[config.mk]
export PLATFORM = sky130hd
export DESIGN_NAME = abmp_host
export DESIGN_NICKNAME = d
export VERILOG_FILES = /design/src/include/abmp_pkg.sv /design/src/include/abmp_timer_if.sv /design/src/rtl/abmp_host.sv /design/src/rtl/abmp_timer.sv
export SDC_FILE = /design/constraint.sdc
export NUM_CORES = 1
export LEC_CHECK = 0
export ABC_AREA = 0
export CAP_MARGIN = 30
export CORE_MARGIN = 2
export CORE_UTILIZATION = 50
export DETAILED_ROUTE_END_ITERATION = 8
export DONT_BUFFER_PORTS = 1
export HOLD_SLACK_MARGIN = 0.1
export PLACE_DENSITY = 0.66
export SLEW_MARGIN = 30
export SYNTH_ARGS = -nofsm -noshare
export SYNTH_HDL_FRONTEND = slang
export SYNTH_SLANG_ARGS = --single-unit
[constraint.sdc]
create_clock -name clk -period 5.8 [get_ports clk]
set_clock_uncertainty 0.2 [all_clocks]
set_input_delay 1.16 -clock clk [delete_from_list [all_inputs] [get_ports clk]]
set_output_delay 1.16 -clock clk [all_outputs]
set_load 0.005 [all_outputs]
[src/include/abmp_pkg.sv]
package abmp_pkg;
    // Memory geometry
    localparam int ADDR_W = 15;
    localparam int DATA_W = 8;
    // Clock period in ps (50 MHz)
    localparam int CLK_PS = 20000;
    // Host-side timing figures in ns
    localparam int MIN_SELECT_ACTIVE_NS        = 70;
    localparam int MIN_PRECHARGE_NS            = 60;
    localparam int MIN_READ_PERIOD_NS          = 130;
    localparam int SELECT_TO_DATA_DELAY_NS     = 70;
    localparam int GATE_TO_DATA_DELAY_NS       = 12;
    localparam int DESELECT_FLOAT_DELAY_NS     = 15;
    localparam int GATE_OFF_FLOAT_DELAY_NS     = 15;
    localparam int MIN_STROBE_WIDTH_NS         = 40;
    localparam int SELECT_BEFORE_STROBE_END_NS = 70;
    localparam int STROBE_LOW_FLOAT_DELAY_NS   = 15;
    localparam int STROBE_HIGH_REDRIVE_DELAY_NS = 10;
    localparam int DATA_SETUP_NS               = 30;
    localparam int ADDR_HOLD_NS                = 15;

    // Least time in cycles, rounded up, at least one
    function automatic int ns_to_cyc(input int ns);
        int c;
        c = (ns * 1000 + CLK_PS - 1) / CLK_PS;
        return (c < 1) ? 1 : c;
    endfunction

    localparam int ACTIVE_CYC   = ns_to_cyc(MIN_SELECT_ACTIVE_NS);
    localparam int PRECH_CYC    = ns_to_cyc(MIN_PRECHARGE_NS);
    localparam int PERIOD_CYC   = ns_to_cyc(MIN_READ_PERIOD_NS);
    // Read sample: select latency plus gate latency; the host adds the synchroniser stages
    localparam int READ_CYC     = ns_to_cyc(SELECT_TO_DATA_DELAY_NS
                                            + GATE_TO_DATA_DELAY_NS);
    // Synchroniser stages on the data pins
    localparam int SYNC_CYC     = 2;
    localparam int FLOAT_CYC    = ns_to_cyc(GATE_OFF_FLOAT_DELAY_NS
                                            + DESELECT_FLOAT_DELAY_NS);
    localparam int STROBE_CYC   = ns_to_cyc(MIN_STROBE_WIDTH_NS);
    localparam int WFLOAT_CYC   = ns_to_cyc(STROBE_LOW_FLOAT_DELAY_NS);
    localparam int WSETUP_CYC   = ns_to_cyc(DATA_SETUP_NS);
    localparam int HOLD_CYC     = ns_to_cyc(ADDR_HOLD_NS);
    localparam int CNT_W        = 4;

    typedef enum logic [2:0] {
        ABMP_IDLE  = 3'b000,
        ABMP_RSEL  = 3'b001,
        ABMP_RFLT  = 3'b011,
        ABMP_WSEL  = 3'b101,
        ABMP_WEND  = 3'b111,
        ABMP_PRECH = 3'b010
    } abmp_state_type;
endpackage

[src/include/abmp_timer_if.sv]
`timescale 1ns/10ps
`default_nettype none
// Countdown load and done between the sequencer and its timer
interface abmp_timer_if;
    import abmp_pkg::*;
    logic             load;
    logic [CNT_W-1:0] value;
    logic             done;
    modport ctrl  (output load, output value, input done);
    modport timer (input load, input value, output done);
endinterface
`default_nettype wire

[src/rtl/abmp_host.sv]
// Functional notes
// Select low at least 70 ns, then high 60 ns; cycle at least 130 ns.
// Read data is valid no later than 70 ns after select falls.
// Read data is valid 12 ns after gate falls, once select latency passed.
// Device floats data within 15 ns after select rises.
// Device floats data within 15 ns after gate rises.
// Write strobe stays low at least 40 ns.
// Select stays low at least 70 ns before strobe rises.
// Device floats data within 15 ns after strobe falls.
// Device redrives data no sooner than 10 ns after strobe rises.
// Address latched on select fall; strobe low there starts a write.
// Gate drives only the data outputs, not the access type.
// Write ends by select or strobe; order alone decides which.
// Select high is standby; low with strobe high reads; strobe toggling writes.
`timescale 1ns/10ps
`default_nettype none
module abmp_host
(
    input  wire logic                        clk,
    input  wire logic                        reset,
    input  wire logic                        req_valid,
    input  wire logic                        req_write,
    input  wire logic [abmp_pkg::ADDR_W-1:0] req_addr,
    input  wire logic [abmp_pkg::DATA_W-1:0] req_wdata,
    output logic                             req_ready,
    output logic                             rsp_valid,
    output logic      [abmp_pkg::DATA_W-1:0] rsp_rdata,
    output logic                             mem_select_n,
    output logic                             mem_strobe_n,
    output logic                             mem_gate_n,
    output logic      [abmp_pkg::ADDR_W-1:0] mem_addr,
    output logic      [abmp_pkg::DATA_W-1:0] mem_dq_out,
    output logic                             mem_dq_oe,
    input  wire logic [abmp_pkg::DATA_W-1:0] mem_dq_in
);
    import abmp_pkg::*;

    abmp_state_type   state;
    abmp_state_type   next_state;
    logic [DATA_W-1:0] dq_meta;
    logic [DATA_W-1:0] dq_sync;
    logic [CNT_W-1:0]  period;
    logic [CNT_W-1:0]  strobe_cnt;
    logic              wait_done;
    logic              cycle_done;
    logic              take;

    abmp_timer_if tif ();

    abmp_timer abmp_timer_i (
        .clk   (clk),
        .reset (reset),
        .tif   (tif)
    );

    // Request handshake and cycle-length guard
    assign take       = req_valid && req_ready;
    assign wait_done  = tif.done;
    assign cycle_done = (period >= CNT_W'(PERIOD_CYC));

    // Next state of the bus sequencer
    always_comb
    begin
        next_state = state;
        case (state)
            ABMP_IDLE:
                if (take)
                    next_state = req_write ? ABMP_WSEL : ABMP_RSEL;
            ABMP_RSEL:
                if (wait_done)
                    next_state = ABMP_RFLT;
            ABMP_RFLT:
                if (wait_done)
                    next_state = ABMP_PRECH;
            ABMP_WSEL:
                if (wait_done)
                    next_state = ABMP_WEND;
            ABMP_WEND:
                if (wait_done)
                    next_state = ABMP_PRECH;
            ABMP_PRECH:
                if (wait_done && cycle_done)
                    next_state = ABMP_IDLE;
            default:
                next_state = ABMP_IDLE;
        endcase
    end

    // Timer loads on each phase change
    assign tif.load  = (next_state != state);
    assign tif.value = (next_state == ABMP_RSEL)  ? CNT_W'(READ_CYC + SYNC_CYC) :
                       (next_state == ABMP_RFLT)  ? CNT_W'(FLOAT_CYC) :
                       (next_state == ABMP_WSEL)  ? CNT_W'(ACTIVE_CYC) :
                       (next_state == ABMP_WEND)  ? CNT_W'(HOLD_CYC) :
                       (next_state == ABMP_PRECH) ? CNT_W'(PRECH_CYC) : 4'h0;

    // Pin input synchroniser, two stages
    always_ff @(posedge clk)
    begin
        dq_meta <= mem_dq_in;
        dq_sync <= dq_meta;
    end

    // Sequencer state and cycle length counter
    always_ff @(posedge clk)
    begin
        if (reset)
        begin
            state  <= ABMP_IDLE;
            period <= 4'h0;
        end
        else
        begin
            state  <= next_state;
            if (take)
                period <= 4'h1;
            else if (period != 4'hF)
                period <= period + 4'h1;
        end
    end

    // Select and strobe pins; strobe falls with select so write starts at latch
    always_ff @(posedge clk)
    begin
        if (reset)
        begin
            mem_select_n <= 1'b1;
            mem_strobe_n <= 1'b1;
        end
        else
        begin
            mem_select_n <= !(next_state == ABMP_RSEL || next_state == ABMP_WSEL);
            mem_strobe_n <= !(next_state == ABMP_WSEL);
        end
    end

    // Gate opens only for reads; it does not pick the access type
    always_ff @(posedge clk)
    begin
        if (reset)
            mem_gate_n <= 1'b1;
        else
            mem_gate_n <= !(next_state == ABMP_RSEL);
    end

    // Address and write data; data driven only while strobe is low
    always_ff @(posedge clk)
    begin
        if (reset)
        begin
            mem_addr   <= '0;
            mem_dq_out <= '0;
            mem_dq_oe  <= 1'b0;
        end
        else
        begin
            if (take)
            begin
                mem_addr   <= req_addr;
                mem_dq_out <= req_wdata;
            end
            mem_dq_oe <= (next_state == ABMP_WSEL);
        end
    end

    // Handshake outputs and read capture after access latency
    always_ff @(posedge clk)
    begin
        if (reset)
        begin
            req_ready <= 1'b0;
            rsp_valid <= 1'b0;
            rsp_rdata <= '0;
        end
        else
        begin
            req_ready <= (next_state == ABMP_IDLE) && !take;
            rsp_valid <= (state == ABMP_RSEL) && wait_done;
            if ((state == ABMP_RSEL) && wait_done)
                rsp_rdata <= dq_sync;
        end
    end

    // Select low time covers the least active time
    a_select_active: assert property (@(posedge clk) disable iff (reset)
        $fell(mem_select_n) |-> !mem_select_n [*4])
        else $error("select released too early");

    // Precharge between accesses
    a_precharge_min: assert property (@(posedge clk) disable iff (reset)
        $rose(mem_select_n) |-> mem_select_n [*3])
        else $error("precharge too short");

    // Strobe pulse width
    a_strobe_width: assert property (@(posedge clk) disable iff (reset)
        $fell(mem_strobe_n) |-> !mem_strobe_n [*2])
        else $error("strobe pulse too short");

    // Select low one and four cycles before the strobe's rise
    a_select_strobe: assert property (@(posedge clk) disable iff (reset)
        $rose(mem_strobe_n) |-> !$past(mem_select_n) && !$past(mem_select_n, 4))
        else $error("select not held before strobe end");

    // Host drives data only with strobe low
    a_drive_strobe: assert property (@(posedge clk) disable iff (reset)
        mem_dq_oe |-> !mem_strobe_n && mem_gate_n)
        else $error("data driven outside strobe");

    // No host drive right after strobe ends, leaving room for device redrive
    a_redrive_gap: assert property (@(posedge clk) disable iff (reset)
        $rose(mem_strobe_n) |-> !mem_dq_oe)
        else $error("host drive after strobe end");

    // Read sample waits past both access latencies
    a_read_sample: assert property (@(posedge clk) disable iff (reset)
        rsp_valid |-> !$past(mem_select_n, 5) && !$past(mem_gate_n, 2))
        else $error("read sampled too early");

    // Gate never low during a write
    a_gate_read: assert property (@(posedge clk) disable iff (reset)
        !mem_strobe_n |-> mem_gate_n)
        else $error("gate open in write");

    // Float wait after read before next drive
    a_float_gap: assert property (@(posedge clk) disable iff (reset)
        $rose(mem_gate_n) |-> !mem_dq_oe [*2])
        else $error("drive before device floats");

    // Strobe falls together with select
    a_write_latch: assert property (@(posedge clk) disable iff (reset)
        $fell(mem_strobe_n) |-> $fell(mem_select_n))
        else $error("strobe not low at select fall");
endmodule
`default_nettype wire

[src/rtl/abmp_timer.sv]
`timescale 1ns/10ps
`default_nettype none
module abmp_timer
(
    input  wire logic   clk,
    input  wire logic   reset,
    abmp_timer_if.timer tif
);
    import abmp_pkg::*;

    logic [CNT_W-1:0] count;

    // Done while the count rests at zero; load depends on done, so it stays out
    assign tif.done = (count == 4'h0);

    // Load wins over counting down
    always_ff @(posedge clk)
    begin
        if (reset)
            count <= 4'h0;
        else if (tif.load)
            count <= tif.value;
        else if (count != 4'h0)
            count <= count - 4'h1;
    end
endmodule
`default_nettype wire

After elaboration in Yosys (flattened, before gate mapping)
Index checks and enable logic that the tools add are counted.
{ "op_classes": {"addsub": 2, "magnitude_cmp": 1, "eq_ne": 12, "mux": 16, "n_reduce_logical": 17} }
{ "op_table": {"columns": ["cell", "count"], "rows": [
  ["2-to-1 mux 3 bit", 9],
  ["one-hot mux 3 bit (5 select lines)", 1],
  ["equality test 3 x 2 -> 1 bit (second input constant)", 4],
  ["equality test 3 bit (second input constant)", 4],
  ["2-to-1 mux 4 bit", 2],
  ["equality test 3 x 1 -> 1 bit (second input constant)", 2],
  ["zero test 3 bit", 2],
  ["adder 4 x 1 -> 4 bit (second input constant)", 1],
  ["greater-or-equal comparator 4 x 3 -> 1 bit (second input constant)", 1],
  ["logical AND 1 bit", 4],
  ["zero test 1 bit", 4],
  ["zero test 4 bit", 1],
  ["2-to-1 mux 2 bit", 2],
  ["!= test 4 bit (second input constant)", 1],
  ["nonzero test 2 bit", 2],
  ["nonzero test 4 bit", 1],
  ["OR reduction 2 bit", 2],
  ["subtractor 4 x 1 -> 4 bit (second input constant)", 1],
  ["!= test 3 bit", 1],
  ["2-to-1 mux 1 bit", 2],
  ["logical OR 1 bit", 1]
]} }
{ "word_totals": {"register_bits": 64, "out_inout_bits": 37, "wordCells": 63} }

Depth between registers and ports, before layout
{ "logic_depth": {"depth_word": 11, "mapped_depth": 7, "ltp_nobuf": 7} }

Hierarchy
A second synthesis with hierarchy kept.
{ "hier_totals": {"hier_cells": 236, "area_unflattened_um2": 2165.8} }
{ "by_module_without_submodules": {"columns": ["module", "n_inst", "cells_per_inst", "area_each_um2"], "rows": [
  ["abmp_host", 1, 212, 1936.9],
  ["abmp_timer", 1, 24, 229.0]
]} }

Worst setup path after synthesis
OpenSTA, ideal clock, no wires.
{ "synth_path": {"kind": "input -> register", "from": "input port req_valid", "to": "register mem_addr[10] (netlist bit)", "setup_ns": 0.070, "arrival_time_ns": 2.033, "t_required_ns": 5.530, "slack_ns": 3.497, "path_stages": 5, "path_buffers": 2, "cell_sequence": "and2_1 clkbuf_1 clkbuf_1 nand2_1 a21oi_1"} }
{ "synth_between": {"elab_chain_len": 1} }
{ "synth_lines": {"columns": ["item", "line_no", "text"], "rows": [
  ["start: declaration", "abmp_host.sv:21", "input wire logic req_valid,"],
  ["logical AND 1 bit", "abmp_host.sv:57", "assign take = req_valid && req_ready;"],
  ["end signal: assignment", "abmp_host.sv:159", "mem_addr <= req_addr;"],
  ["end: declaration", "abmp_host.sv:31", "output logic [abmp_pkg::ADDR_W-1:0] mem_addr,"]
]} }
No other way between the ends.
A chain may end at the register's enable or synchronous reset.

Final worst setup path
{ "layout_path": {"from": "input port req_valid", "to": "register abmp_timer_i.count[2]"} }
{ "layout_between": {"elab_chain_len": 8, "word_cells_on_any_way": 12, "cone_classes": "4 x eq/ne; 6 x mux; 2 x reduce/logical"} }
{ "layout_lines": {"columns": ["item", "line_no", "text"], "rows": [
  ["logical AND 1 bit (*)", "abmp_host.sv:57", null],
  ["2-to-1 mux 3 bit (*)", "abmp_host.sv:67", "if (take)"],
  ["one-hot mux 3 bit (5 select lines) (*)", "abmp_host.sv:65", "case (state)"],
  ["equality test 3 bit", "abmp_host.sv:93", "(next_state == ABMP_WSEL) ? CNT_W'(ACTIVE_CYC) :"],
  ["2-to-1 mux 3 bit", "abmp_host.sv:93", null],
  ["2-to-1 mux 3 bit", "abmp_host.sv:92", "(next_state == ABMP_RFLT) ? CNT_W'(FLOAT_CYC) :"],
  ["2-to-1 mux 3 bit", "abmp_host.sv:91", "assign tif.value = (next_state == ABMP_RSEL) ? CNT_W'(READ_CYC + SYNC_CYC) :"],
  ["2-to-1 mux 4 bit", "abmp_timer.sv:21", "else if (tif.load)"],
  ["end signal: assignment", "abmp_timer.sv:22", "count <= tif.value;"],
  ["end signal: assignment", "abmp_timer.sv:24", "count <= count - 4'h1;"],
  ["end: declaration", "abmp_timer.sv:11", "logic [CNT_W-1:0] count;"]
]} }
Every way passes the cells marked *; elsewhere a longest branch is shown, timed or not.

==> metrics.txt <==
status completed; gr usage total 0.185; total power ~1.1 mW; fill cell total of the finished layout ~340; PwrDens 481 mW/mm2; P&R area growth vs syn 10.9%; Fmax achieved around 400 MHz; Yosys warnings 0; largest family of logic cells by synthesized area simple AND/OR/NAND/NOR gates; Post-synth EDFFs 0; endpoints failing hold 0; Core ar. 0.00406 mm2; synthesized cell area 0.00214 mm2; top-area cell type share of the netlist area 0.598; Max-cap violations 0; synth top area cells dfxtp_1, nand2_1, a21oi_1; Port Buffers 0; area of the multi-input gates 800 um2; DP HPWL 2790 um; final instance area 0.00237 mm2; largest area contributor in the netlist dfxtp_1; Die Y between 60 and 70 um; cells after synthesis 224; initial core utilization 0.528; most frequent cell after synthesis dfxtp_1; Tmin final 2.50 ns; clock-pin slew on the worst setup and hold paths 0.07 ns; GRT Residual Overflow 0; Reg2Reg Depth 6; Sink Count 64; CP Data Required Time 5.86 ns; nature of the critical path endpoint flop; setup TNS 0 ns; Setup crit start kind primary input; Synth Area in Compound Gates 0.114; dpl cell area ~0.0022 mm2; htree depth 3; Non-Filler Instances 279; DRC 0; ys flop type dfxtp_1; vias in the first global route between 1000 and 1500; RR Endpoint rsp_rdata[5]; Post-Synth Simple-Gate Area 0.188; dpl cells 263; post-synthesis register bit count 64; count of final setup violators 0; Root Buffer clkbuf_8; n_diodes 0; Initial DRC Count 70; setup ws final between 3 and 4 ns; actual slew at the worst max-slew pin 0.817 ns; maximum clock path buffer count 2; CTS buffer count 9; Synth Area in Adders 0.0117; first-pass GRT wire length 6830 um; post-CTS sizing 0; crit path cell chain nand2_1 -> o31ai_1 -> a221o_2 -> nand2b_1 -> a21oi_1; total die area 0.00482 mm2; Routed wire per std cell 14.8 um; DRT Wirelength 4140 um; Avg Inst Size Synth roughly 9.6 um2; WS Path Type primary input to flop; GP Congestion 0.839; sequential cell area 0.00128 mm2; pin count of the biggest net entering global routing 46; setup slack at placement about 2.8 ns; HP Class flop to flop; worst-path fanout max 25; Post-CTS Hold Buffers 0; Commonest cells post-synth dfxtp_1, nand2_1, a21oi_1; synth unique cells 34; ratio of final minimum period to clock period 0.431; Static Leak roughly 0.93 nW; CP max stage cell nand2_1; FF-to-FF Start abmp_timer_i.count[0]; asr flop ratio synth 0; Rows 23; Ports 72; Worst Path Arrival 2.56 ns; width of the chip 69.5 um; initial antenna violation count 0; ANT nets after route 0; CP peak stage delay 0.58 ns; fin nets 261; R2R Setup Slk around 3.6 ns; register area share after synthesis 0.598; Setup crit end abmp_timer_i.count[2]; worst skew pair latency 0.32 ns; unrepaired setup endpoints after global routing false; multiplexer share of the synthesized area 0.0467; Worst Setup SP req_valid; Peak VDD IR 0.000226 V; post-CTS setup buffers 0; headroom to the max-slew limit 0.454; Via density 5.32; syn_nets 261; layout cells sized above 1 0.0917; vias post-DR 1484; Synth Area in XOR/XNOR 0.0123; CTS tree yes; pins over their slew limit 0; Initial DRT Pass Iterations 4
[layout by cell type (no fill, tap or decap), types with 2 or more instances in the layout]
cell / Yosys / final
clkbuf_8: 0 / 9
nor4_1: 2 / 2
bufinv_16: 0 / 2
a21oi_1: 27 / 27
mux2i_1: 10 / 10
xnor2_1: 2 / 2
nor3_1: 5 / 5
nand2_1: 51 / 51
nand3_1: 5 / 5
nor2_1: 18 / 18
inv_1: 5 / 5
clkbuf_1: 8 / 2
nand2b_1: 2 / 2
dfxtp_1: 64 / 64
ha_1: 2 / 2
[how the worst min path moves through the flow]
stage | start | end | slack, ns | cells past startpoint
2_1_floorplan | dq_meta[0] | dq_sync[0] | 0.11 | 0
3_3_place_gp | dq_meta[0] | dq_sync[0] | 0.11 | 0
3_5_place_dp | dq_meta[0] | dq_sync[0] | 0.11 | 0
4_1_cts | dq_meta[0] | dq_sync[0] | 0.13 | 0
5_1_grt | dq_meta[6] | dq_sync[6] | 0.14 | 0
6_report | dq_meta[0] | dq_sync[0] | 0.13 | 0
[logic make-up (layout without fill, tap and decap cells)]
kind of cell,after synthesis,after routing
DFF,64,64
buffers and inverters,16,21
and+or+nand+nor,91,91
muxes,10,10
adders and majority gates,2,2
xor gates and xnor gates,3,3
AOI/OAI and AO/OA,38,38
[critical path: cells and delay by family]
kind               cells  cell delay, ns
and+or+nand+nor        2            0.75
AOI/OAI and AO/OA      3            0.64
[stage by stage]
stage | hold slack (ns) | util
floorplan | 0.110 | -
global placement | 0.110 | 0.533
global route | 0.136 | 0.585
finish | 0.126 | 0.585
detailed placement | 0.112 | 0.533
CTS | 0.126 | 0.585
[sequential cells by signal, summed over array words and instances (netlist names)]
name	cells
abmp_timer_i.count	4
dq_meta	8
dq_sync	8
mem_addr	15
mem_dq_oe	1
mem_dq_out	8
mem_gate_n	1
mem_select_n	1
mem_strobe_n	1
period	4
req_ready	1
rsp_rdata	8
rsp_valid	1
state	3
[area by class of cell]
class,instances,area share
clock buffer,11,0.0553
multi-input combinational,144,0.337
clock inverter,5,0.0342
tap,50,0.0263
sequential,64,0.540
inverter,5,0.00790
[where the power goes]
part / switching, mW / leakage (nW) / total [mW] / internal [mW]
clock: 0.156 / 0.104 / 0.398 / 0.242
sequential: 0.0450 / 0.526 / 0.538 / 0.493
combinational: 0.118 / 0.305 / 0.208 / 0.0892
total: 0.319 / 0.934 / 1.14 / 0.824
[routing by layer]
| layer | part of all wire | track usage | vias to the layer above |
|---|---|---|---|
| met2 | 0.47 | 0.281 | 62 |
| met1 | 0.41 | 0.204 | 666 |
| met4 | 0.014 | 0.102 | 0 |
| li1 | - | - | 751 |
| met5 | 0 | 0 | - |
| met3 | 0.10 | 0.103 | 5 |
No activity file was read; power rests on OpenSTA's default activity.
